<file path="src/include/acr_pkg.sv">
package acr_pkg;

   localparam int          RES_W            = 24;
   localparam int          NOTCH_SHIFT      = 9;
   localparam int          WORD_CNT_W       = 20;
   localparam int          CLK_NS           = 40;
   localparam int          RESULT_READY_N_MIN_HIGH_NS = 400;
   localparam int          RESULT_READY_N_HIGH_CYC    = (RESULT_READY_N_MIN_HIGH_NS + CLK_NS - 1) / CLK_NS;
   localparam int          HIGH_CNT_W       = 4;
   localparam int          SETTLE_WORDS     = 3;
   localparam int          SKIP_W           = 4;
   localparam logic [2:0]  MODE_CONVERT     = 3'h0;
   localparam logic [2:0]  MODE_SELF_CAL    = 3'h1;
   localparam logic [10:0] RATE_CODE_RESET  = 11'h00a;
   localparam logic [1:0]  REG_RESULT       = 2'h0;
   localparam logic [1:0]  REG_SETTINGS     = 2'h1;
   localparam logic [1:0]  BYTE_TOP         = 2'h2;
   localparam logic [2:0]  BIT_LAST         = 3'h7;
   localparam logic [23:0] CODING_FLIP      = 24'h800000;
   localparam logic [23:0] POS_MAX          = 24'h7fffff;
   localparam logic [23:0] RES_MAX          = 24'hffffff;

   // converter_settings, bit 23 down to bit 0
   typedef struct packed {
      logic        outputCodingSelect;
      logic [10:0] filterRateCode;
      logic [2:0]  operatingMode;
      logic        bipolar;
      logic [2:0]  gainSelect;
      logic        burnoutCurrentEnable;
      logic        lowPowerHold;
      logic        byteOrderSelect;
      logic        lsbFirst;
      logic        readLineSelect;
   } acr_settings_s;

   localparam acr_settings_s SETTINGS_RESET = '{
      outputCodingSelect: 1'b0, filterRateCode: RATE_CODE_RESET,
      operatingMode: MODE_SELF_CAL, bipolar: 1'b1, gainSelect: 3'h0,
      burnoutCurrentEnable: 1'b0, lowPowerHold: 1'b0, byteOrderSelect: 1'b0,
      lsbFirst: 1'b0, readLineSelect: 1'b0};

   typedef struct packed {
      logic       write;
      logic [1:0] byteCountM1;
      logic       fullScaleNeg;
      logic [1:0] regSel;
      logic [1:0] startByte;
   } acr_instr_s;

   typedef struct packed {
      logic sclk;
      logic csN;
      logic sdio;
   } acr_link_s;

   typedef enum logic [1:0] {
      SP_IDLE  = 2'b00,
      SP_INSTR = 2'b01,
      SP_DATA  = 2'b10
   } acr_sp_e;

   typedef struct packed {
      acr_link_s               sync1;
      acr_link_s               sync2;
      logic                    sclkPrev;
      acr_settings_s           settings;
      acr_sp_e                 spState;
      logic [7:0]              shiftIn;
      logic [7:0]              shiftOut;
      logic [2:0]              bitCnt;
      acr_instr_s              instr;
      logic [1:0]              byteIdx;
      logic [1:0]              bytesLeft;
      logic                    readActive;
      logic                    sdioOut;
      logic                    sdioOe;
      logic                    serialOut;
      logic                    serialOutOe;
      logic [WORD_CNT_W-1:0]   wordCnt;
      logic [SKIP_W-1:0]       skipCnt;
      logic [RES_W-1:0]        resultReg;
      logic [RES_W-1:0]        bufWord;
      logic                    bufFull;
      logic                    resultReadyN;
      logic [HIGH_CNT_W-1:0]   highCnt;
      logic                    modulatorRun;
      logic                    calStart;
   } acr_state_s;

endpackage

</file>
<file path="src/rtl/acr_top.sv">
// Summary of operation
// - result register is read only; host writes to it are ignored.
// - coding bit set gives two's complement, clear gives offset binary.
// - unipolar results are straight binary regardless of the coding bit.
// - bits 22..12 hold decimation code; notch is oscillator over 512 times code.
// - one new result per notch period.
// - results after a restart settle within three to four word periods; calibration adds CAL_WORDS more.
// - bits 11..9 select operating mode; reset loads self-calibration.
// - bit 8 set means bipolar, clear unipolar; reset sets it.
// - bits 7..5 select gain; upper codes add digital multiply; reset clears.
// - bit 4 enables the burn-out current source.
// - hold bit stops filter and modulator and keeps result-ready high.
// - clearing hold resumes per settings, calibrating first if selected.
// - bit 2 set gives ascending byte order, clear descending.
// - bit 1 clear sends msb first, set sends lsb first.
// - bit 0 clear reads on the two-way line, set on serial out line.
// - reset clears coding, burn-out, hold, byte order, bit order, line bits.
// - result-ready low means the register holds the latest valid result.
// - a conversion during a result read never overwrites the word read, except one landing in the cycle the instruction is decoded.
// - one extra result is held in a one-word buffer.
// - a late read loses the next result; the one after is buffered.
// - read completion raises result-ready; buffered word moves in, low after.
// - writing settings byte 2 or 1 raises result-ready and restarts, calibrating first if selected.
// - instruction bits 3..2 pick register, bits 1..0 the start byte.
`timescale 1ns/1ps

module acr_fifo #(
   parameter int W     = 24,
   parameter int DEPTH = 4
) (
   // clock and reset
   input  wire logic         clock,
   input  wire logic         rst_b,
   // filling side
   input  wire logic         inValid,
   input  wire logic [W-1:0] inData,
   output logic              inReady,
   // draining side
   output logic              outValid,
   output logic [W-1:0]      outData,
   input  wire logic         outReady
);
   localparam int PW = (DEPTH > 1) ? $clog2(DEPTH) : 1;
   localparam int CW = $clog2(DEPTH + 1);

   typedef struct packed {
      logic [DEPTH-1:0][W-1:0] mem;
      logic [PW-1:0]           wrPtr;
      logic [PW-1:0]           rdPtr;
      logic [CW-1:0]           count;
      logic                    inReady;
      logic                    outValid;
   } acr_fifo_s;

   acr_fifo_s st;
   acr_fifo_s next_st;
   logic      push;
   logic      pop;

   function automatic logic [PW-1:0] advance(input logic [PW-1:0] p);
      return (p == PW'(DEPTH - 1)) ? '0 : p + PW'(1);
   endfunction

   always_comb begin
      next_st = st;
      push    = inValid && st.inReady;
      pop     = st.outValid && outReady;
      if (push) begin
         next_st.mem[st.wrPtr] = inData;
         next_st.wrPtr         = advance(st.wrPtr);
      end
      if (pop) begin
         next_st.rdPtr = advance(st.rdPtr);
      end
      next_st.count    = st.count + CW'(push) - CW'(pop);
      next_st.inReady  = next_st.count != CW'(DEPTH);
      next_st.outValid = next_st.count != '0;
   end

   always_ff @(posedge clock or negedge rst_b) begin
      if (!rst_b) begin
         st         <= '0;
         st.inReady <= 1'b1;
      end else begin
         st <= next_st;
      end
   end

   assign inReady  = st.inReady;
   assign outValid = st.outValid;
   assign outData  = st.mem[st.rdPtr];
endmodule // acr_fifo

module acr_top import acr_pkg::*; #(
   parameter int CAL_WORDS  = 4,
   parameter int FIFO_DEPTH = 4
) (
   // clock and reset
   input  wire logic             clock,
   input  wire logic             rst_b,
   // serial port pins
   input  wire logic             sclk,
   input  wire logic             csN,
   input  wire logic             sdioIn,
   output logic                  sdioOut,
   output logic                  sdioOe,
   output logic                  serialOutLine,
   output logic                  serialOutOe,
   output logic                  resultReadyN,
   // raw filter words, offset binary
   input  wire logic             sampleValid,
   input  wire logic [RES_W-1:0] sampleData,
   output logic                  sampleReady,
   // converter controls
   output acr_settings_s         settingsOut,
   output logic                  modulatorRun,
   output logic                  calStart
);
   localparam logic [SKIP_W-1:0] SKIP_CAL  = SKIP_W'(SETTLE_WORDS + CAL_WORDS);
   localparam logic [SKIP_W-1:0] SKIP_CONV = SKIP_W'(SETTLE_WORDS);

   acr_state_s       st;
   acr_state_s       next_st;
   logic             sclkRise;
   logic             sclkFall;
   logic             inBit;
   logic             outBit;
   logic             byteDone;
   logic             readDone;
   logic             byteWrite12;
   logic             restart;
   logic             tick;
   logic             newWord;
   logic             highBusy;
   logic             fifoValid;
   logic [RES_W-1:0] fifoData;
   logic [RES_W-1:0] gained;
   logic [RES_W-1:0] coded;
   logic [RES_W-1:0] settingsWord;

   acr_fifo #(.W(RES_W), .DEPTH(FIFO_DEPTH)) u_fifo (
      .clock    (clock),
      .rst_b    (rst_b),
      .inValid  (sampleValid),
      .inData   (sampleData),
      .inReady  (sampleReady),
      .outValid (fifoValid),
      .outData  (fifoData),
      .outReady (tick)
   );

   function automatic logic [7:0] readByte(input logic [1:0] regSel, input logic [1:0] idx,
                                           input logic [23:0] res, input logic [23:0] set);
      logic [23:0] w;
      w = (regSel == REG_RESULT) ? res : (regSel == REG_SETTINGS) ? set : '0;
      return (idx > BYTE_TOP) ? 8'h00 : w[{idx, 3'b000} +: 8];
   endfunction

   // digital multiply after the filter, saturating
   function automatic logic [23:0] applyGain(input logic [23:0] raw, input logic [2:0] g,
                                             input logic bip);
      logic [2:0]  k;
      logic [28:0] s;
      logic [23:0] r;
      k = g[2] ? ({1'b0, g[1:0]} + 3'h1) : 3'h0;
      if (bip) begin
         s = {{5{raw[23] ^ 1'b1}}, raw ^ CODING_FLIP} << k;
         r = (s[28:23] != {6{s[28]}}) ? (s[28] ? CODING_FLIP : POS_MAX) : s[23:0];
         r = r ^ CODING_FLIP;
      end else begin
         s = {5'h00, raw} << k;
         r = (|s[28:24]) ? RES_MAX : s[23:0];
      end
      return r;
   endfunction

   function automatic logic isCal(input logic [2:0] mode);
      return mode != MODE_CONVERT;
   endfunction

   always_comb begin
      gained = applyGain(fifoData, st.settings.gainSelect, st.settings.bipolar);
      coded  = (st.settings.bipolar && st.settings.outputCodingSelect) ?
               (gained ^ CODING_FLIP) : gained;
   end

   always_comb begin
      next_st          = st;
      next_st.sync1    = '{sclk: sclk, csN: csN, sdio: sdioIn};
      next_st.sync2    = st.sync1;
      next_st.sclkPrev = st.sync2.sclk;
      next_st.calStart = 1'b0;
      sclkRise         = st.sync2.sclk && !st.sclkPrev;
      sclkFall         = !st.sync2.sclk && st.sclkPrev;
      inBit            = st.sync2.sdio;
      outBit           = 1'b0;
      byteDone         = 1'b0;
      readDone         = 1'b0;
      byteWrite12      = 1'b0;
      settingsWord     = st.settings;
      // serial port
      if (st.sync2.csN) begin
         next_st.spState     = SP_IDLE;
         next_st.readActive  = 1'b0;
         next_st.sdioOe      = 1'b0;
         next_st.serialOutOe = 1'b0;
      end else begin
         if (st.spState == SP_IDLE) begin
            next_st.spState = SP_INSTR;
            next_st.bitCnt  = '0;
         end else if (sclkRise) begin
            if (st.spState == SP_INSTR || !st.settings.lsbFirst) begin
               next_st.shiftIn = {st.shiftIn[6:0], inBit};
            end else begin
               next_st.shiftIn = {inBit, st.shiftIn[7:1]};
            end
            next_st.bitCnt = st.bitCnt + 3'h1;
            if (st.bitCnt == BIT_LAST) begin
               if (st.spState == SP_INSTR) begin
                  next_st.instr      = acr_instr_s'(next_st.shiftIn);
                  next_st.byteIdx    = next_st.instr.startByte;
                  next_st.bytesLeft  = next_st.instr.byteCountM1;
                  next_st.spState    = SP_DATA;
                  next_st.readActive = !next_st.instr.write &&
                                       (next_st.instr.regSel == REG_RESULT);
                  next_st.shiftOut   = readByte(next_st.instr.regSel, next_st.instr.startByte,
                                                st.resultReg, st.settings);
               end else begin
                  byteDone = 1'b1;
               end
            end
         end
         if (byteDone) begin
            if (st.instr.write && st.instr.regSel == REG_SETTINGS &&
                st.byteIdx <= BYTE_TOP) begin
               settingsWord[{st.byteIdx, 3'b000} +: 8] = next_st.shiftIn;
               next_st.settings = acr_settings_s'(settingsWord);
               byteWrite12 = st.byteIdx != 2'h0;
            end
            if (st.bytesLeft == 2'h0) begin
               next_st.spState    = SP_INSTR;
               next_st.readActive = 1'b0;
               readDone           = st.readActive;
            end else begin
               next_st.bytesLeft = st.bytesLeft - 2'h1;
               next_st.byteIdx   = st.settings.byteOrderSelect ?
                                   st.byteIdx + 2'h1 : st.byteIdx - 2'h1;
               next_st.shiftOut  = readByte(st.instr.regSel, next_st.byteIdx,
                                            st.resultReg, st.settings);
            end
         end
         if (sclkFall && st.spState == SP_DATA && !st.instr.write) begin
            outBit = st.settings.lsbFirst ? st.shiftOut[0] : st.shiftOut[7];
            next_st.shiftOut = st.settings.lsbFirst ? {1'b0, st.shiftOut[7:1]} :
                                                      {st.shiftOut[6:0], 1'b0};
            if (st.settings.readLineSelect) begin
               next_st.serialOut   = outBit;
               next_st.serialOutOe = 1'b1;
            end else begin
               next_st.sdioOut = outBit;
               next_st.sdioOe  = 1'b1;
            end
         end
      end
      // word timer: period is 512 times the filter code
      restart = byteWrite12 ||
                (st.settings.lowPowerHold && !next_st.settings.lowPowerHold);
      tick    = !st.settings.lowPowerHold &&
                (st.wordCnt == WORD_CNT_W'({st.settings.filterRateCode, {NOTCH_SHIFT{1'b0}}} - 1));
      if (tick) begin
         next_st.wordCnt = '0;
      end else if (!st.settings.lowPowerHold) begin
         next_st.wordCnt = st.wordCnt + WORD_CNT_W'(1);
      end
      newWord = tick && fifoValid && (st.skipCnt == '0);
      if (tick && fifoValid && st.skipCnt != '0) begin
         next_st.skipCnt = st.skipCnt - SKIP_W'(1);
      end
      // result register, one-word buffer and ready flag
      highBusy = st.highCnt != '0;
      if (highBusy) begin
         next_st.highCnt = st.highCnt - HIGH_CNT_W'(1);
         if (st.highCnt == HIGH_CNT_W'(1)) begin
            next_st.resultReadyN = 1'b0;
         end
      end
      if (readDone) begin
         next_st.resultReadyN = 1'b1;
         if (st.bufFull || newWord) begin
            next_st.resultReg = st.bufFull ? st.bufWord : coded;
            next_st.bufWord   = newWord ? coded : st.bufWord;
            next_st.bufFull   = st.bufFull && newWord;
            next_st.highCnt   = HIGH_CNT_W'(RESULT_READY_N_HIGH_CYC);
         end
      end else if (newWord) begin
         if (st.readActive || highBusy) begin
            next_st.bufWord = coded;
            next_st.bufFull = 1'b1;
         end else begin
            next_st.resultReg    = coded;
            next_st.resultReadyN = 1'b0;
         end
      end
      if (st.settings.lowPowerHold || restart) begin
         next_st.resultReadyN = 1'b1;
         next_st.highCnt      = '0;
      end
      if (restart) begin
         next_st.wordCnt  = '0;
         next_st.bufFull  = 1'b0;
         next_st.calStart = isCal(next_st.settings.operatingMode);
         next_st.skipCnt  = isCal(next_st.settings.operatingMode) ? SKIP_CAL : SKIP_CONV;
      end
      next_st.modulatorRun = !next_st.settings.lowPowerHold;
   end

   always_ff @(posedge clock or negedge rst_b) begin
      if (!rst_b) begin
         st              <= '0;
         st.sync1.csN    <= 1'b1;
         st.sync2.csN    <= 1'b1;
         st.settings     <= SETTINGS_RESET;
         st.resultReadyN <= 1'b1;
         st.modulatorRun <= 1'b1;
         st.calStart     <= 1'b1;
         st.skipCnt      <= SKIP_CAL;
      end else begin
         st <= next_st;
      end
   end

   assign sdioOut       = st.sdioOut;
   assign sdioOe        = st.sdioOe;
   assign serialOutLine = st.serialOut;
   assign serialOutOe   = st.serialOutOe;
   assign resultReadyN  = st.resultReadyN;
   assign settingsOut   = st.settings;
   assign modulatorRun  = st.modulatorRun;
   assign calStart      = st.calStart;
endmodule // acr_top

</file>
<file path="config.mk">
export PLATFORM = sky130hd
export DESIGN_NAME = acr_top
export DESIGN_NICKNAME = d
export VERILOG_FILES = /design/src/include/acr_pkg.sv /design/src/rtl/acr_top.sv
export SDC_FILE = /design/constraint.sdc
export NUM_CORES = 1
export LEC_CHECK = 0
export BUFFER_PORTS_ARGS = -buffer_cell sky130_fd_sc_hd__buf_2
export CORE_ASPECT_RATIO = 1.1
export CORE_UTILIZATION = 40
export DETAILED_ROUTE_END_ITERATION = 10
export SYNTH_ARGS = -nofsm -noshare
export SYNTH_HDL_FRONTEND = slang
export SYNTH_SLANG_ARGS = --single-unit
</file>
<file path="constraint.sdc">
create_clock -name clock -period 3.2 [get_ports clock]
set_input_delay 0 -clock clock [delete_from_list [all_inputs] [get_ports clock]]
set_output_delay 0 -clock clock [all_outputs]
set_load 0.05 [all_outputs]
</file>
==> metrics <==
Synth Cell Area=around 0.014 mm^2; final critical path time including I/O delays and setup=between 3 and 4 ns; Hold/Removal Path Class=primary input to flop; post-detailed-route wirelength per cell=~20 um; fraction of power spent switching nets=23.64%; number of antenna violations at the first check in global routing=1; remaining global-route overflow=0; unique cell type count in the Yosys netlist=78; deepest clock path buffer count=3; instance count of the mapped netlist=~1,300; total of max-cap violations=0; Post-Place Cell Area=0.01568 mm^2; global-route wire length before repair=61.75 mm; Initial Utilization=40.75%; Vias/cell=~5.6; cell-by-cell listing of the critical path=buf_12 > mux2_1 > mux4_2 > buf_6 > a31oi_1 > a211oi_2 > o41ai_4 > buf_4 > a21oi_4 > buf_12 > buf_8 > a211oi_4 > o22a_1; fill cell count=between 3,000 and 4,000; leading cell type by number of instances after synthesis=sky130_fd_sc_hd__dfrtp_1; Crit Path Class=flop to flop; fraction of power consumed by the clock network=a little under half; vias in the first global route=11,086; number of buffers inserted during clock tree synthesis=28; Power Internal=5.347 mW; setup repair after global routing missed its margin=yes; leakage power=7.791 nW; sequential group share of total power=roughly 46%; Non-Filler Instances=1,999; Die ar.=~0.037 mm^2; clock-pin slew on the worst setup and hold paths=0.06 ns; area occupied by multi-input gates=0.007853 mm^2; cell area after layout=~0.018 mm^2; highest clock frequency the design can meet=just over 300 MHz; GRT met2 Usage=approximately a third; clock insertion delay at the later pin of the skew report=around 0.55 ns; most common cell type on the critical path=sky130_fd_sc_hd__buf_12; fraction of layout instances using a drive strength above 1=between 30% and 40%; Logic pwr share=6.3%; arrival time worst endpoint=around 3.8 ns; area fraction of the dominant cell type after synthesis=about two fifths; Clock Tree Root=sky130_fd_sc_hd__clkbuf_16; ranking of synthesized cells by instance count=sky130_fd_sc_hd__dfrtp_1 (236), sky130_fd_sc_hd__mux2_2 (135), sky130_fd_sc_hd__nor2_1 (109); part of the Yosys area used for sequential elements=43.52%; async set or reset register ratio after synthesis=between 90% and 100%; Global Route Usage Sum=20.92%; Area Overhead vs Synth=23.03%; Cells after DPL=between 1,500 and 2,000; diode count=0; Worst path slowest cell=sky130_fd_sc_hd__mux4_2; Final Max Tran Viols=0; violated checks=negative setup slack; Post-Place Worst Slack=-0.3485 ns; #FFs+latches synth=roughly 250; gp weighted congestion=roughly 0.94; main area contributors after synthesis=sky130_fd_sc_hd__dfrtp_1 (41%), sky130_fd_sc_hd__mux2_2 (11%), sky130_fd_sc_hd__mux2i_1 (6.2%); maximum level of the CTS H-tree=1; number of vias in the routed layout=11,280; Detailed Route WL=about 39 mm; width of the chip=roughly 180 um; met3 usage in global routing=2.340%; initial detailed-routing violation count=688; Rows=72; worst path required time=between 3 and 4 ns; capturing element type of the critical path=flop; buffer and inverter count on the worst path=5; GR peak layer=met2; Top delay family on crit path=compound AO/OA/AOI/OAI gates; Final period util=103.1%; mean post-synth cell area=between 10 and 15 um^2; reg-to-reg slack, setup=-0.10 ns; Post-Route Skew=roughly 0.012 ns; number of synthesized flops with an enable pin=0; number of top-level design ports=between 60 and 70; pin count of the biggest net entering global routing=roughly 110; pwr/cell area=396.5 mW/mm^2; fraction of met1 tracks used by global routing=29.40%; port buffer count=a little over 60; number of sinks handled by clock tree synthesis=roughly 250; Detailed Place HPWL=around 27 mm; total of warnings raised by yosys=0; startpoint class of the critical path=flop; reported net switching power=1.656 mW; vertical die dimension=about 200 um; post-layout net count=~1,500; TritonCTS clock tree=done; Max transition margin=between 40% and 50%; synthesized netlist net count=approximately 1,400; area of all sequential standard cells=between 0.006 and 0.007 mm^2; Worst Slack Setup Final=-0.1008 ns; slowest cell delay on critical path=between 0.5 and 0.6 ns; top cell type by total area after synthesis=sky130_fd_sc_hd__dfrtp_1; status=finished, violations left; final hold vios=0; Max IR drop VDD=~0.44 mV; primary flip-flop cell chosen by synthesis mapping=sky130_fd_sc_hd__dfrtp_1; area of the core region=0.03522 mm^2; Initial DRT Pass Iterations=5; transition time of the tightest slew-check pin=0.8699 ns; worst-path fanout max=10; number of nets with antenna violations after detailed routing=0; DRC Markers=0; Final setup violation count=45
-- through the flow --
step | TNS (ns) | hold WS (ns) | power (mW) | utilization, %
2_1_floorplan | 0 | -0.2956 | 3.507 | -
3_3_place_gp | -8.359 | 0.1083 | 3.716 | 44.53
3_5_place_dp | -12.71 | 0.1091 | 3.719 | 44.53
4_1_cts | -0.06933 | 0.009900 | 7.089 | 48.64
5_1_grt | -8.020 | 0.06779 | 7.262 | 50.14
6_report | -2.164 | 0.01552 | 7.002 | 50.14
-- logic make-up (layout without fill, tap and decap cells) --
group / Yosys count / count (layout) / synth area share (%)
simple gates: 343 / 343 / 11.82
mux: 251 / 251 / 20.80
compound gates: 323 / 324 / 15.93
flops: 249 / 249 / 43.52
fa+ha+maj: 23 / 23 / 2.057
xor+xnor: 22 / 22 / 1.438
buf+inv: 135 / 306 / 4.437
-- final timing paths --
| kind | startpoint | endpoint | cells after the start |
|---|---|---|---|
| setup / recovery | u_fifo.st[6] | st[24] | 13 |
| hold / removal | sampleValid | u_fifo.st[8] | 3 |
| hold reg to reg | next_st[145] | next_st[142] | 0 |
| setup reg to reg | u_fifo.st[6] | st[24] | 13 |
| min in group asynchronous | rst_b | st[64] | 2 |
| max in group asynchronous | rst_b | st[51] | 3 |
-- sequential cells by signal, indices dropped and copies added, names as in the netlist --
name,count
resultReadyN,1
serialOutLine,1
sdioOe,1
u_fifo.st,103
inBit,1
calStart,1
st,108
modulatorRun,1
u_fifo.inReady,1
settingsOut,24
next_st,4
u_fifo.outValid,1
serialOutOe,1
sdioOut,1
-- timing repair --
item                                   4_1_cts  5_1_grt
endpoints found under the hold margin      195        0
cloned                                       1        8
setup endpoints to repair                   53       52
buffers inserted                             9       12
hold buffers                                28        0
pin swaps                                   11       59
gates resized for setup                     25       64
-- worst reg2reg max path, delay by kind of cell (launching register included) --
family / cells / cell delay (ns)
mux: 2 / 0.87
compound gates: 6 / 1.03
flops: 1 / 0.50
buf+inv: 5 / 0.83
-- area by class of cell --
class                   instances  share of cell area, %
clock inverters                10                 0.7439
repair buffers                224                  10.73
multi-input cells             963                  44.47
inverters                      30                 0.6377
clock buffers                  42                  4.612
well taps                     481                  3.408
flip-flops and latches        249                  35.40
-- cells in the final DEF (no fill, tap or decap), types with 12 or more instances in the layout --
cell                            count
sky130_fd_sc_hd__dfrtp_1          234
sky130_fd_sc_hd__mux2_2           133
sky130_fd_sc_hd__nor2_1           104
sky130_fd_sc_hd__buf_4            103
sky130_fd_sc_hd__mux2i_1           87
sky130_fd_sc_hd__nand2_1           85
sky130_fd_sc_hd__buf_2             60
sky130_fd_sc_hd__a21oi_1           57
sky130_fd_sc_hd__o21ai_0           57
sky130_fd_sc_hd__o22a_1            45
sky130_fd_sc_hd__clkbuf_16         34
sky130_fd_sc_hd__inv_1             29
sky130_fd_sc_hd__dlygate4sd3_1     28
sky130_fd_sc_hd__a22o_1            25
sky130_fd_sc_hd__mux4_2            24
sky130_fd_sc_hd__nand3_1           21
sky130_fd_sc_hd__o21a_1            21
sky130_fd_sc_hd__nor3_1            20
sky130_fd_sc_hd__ha_1              20
sky130_fd_sc_hd__and3_1            17
sky130_fd_sc_hd__a31oi_1           16
sky130_fd_sc_hd__o22ai_1           15
sky130_fd_sc_hd__dfstp_2           13
sky130_fd_sc_hd__buf_6             12
-- power groups by stage --
stage	logic, mW	registers [mW]	clock network [mW]
2_1_floorplan	0.220	3.29	0
3_3_place_gp	0.411	3.30	0
3_5_place_dp	0.413	3.31	0
4_1_cts	0.441	3.25	3.40
5_1_grt	0.486	3.26	3.52
6_report	0.439	3.25	3.31
-- layer usage --
metal  vias to the layer above  share of wire [%]
li1                       5271                  -
met1                      5663                 46
met2                       284                 48
met3                        62                3.9
met4                         0                2.8
met5                         -                  0
Power figures use the tool's default switching activity.
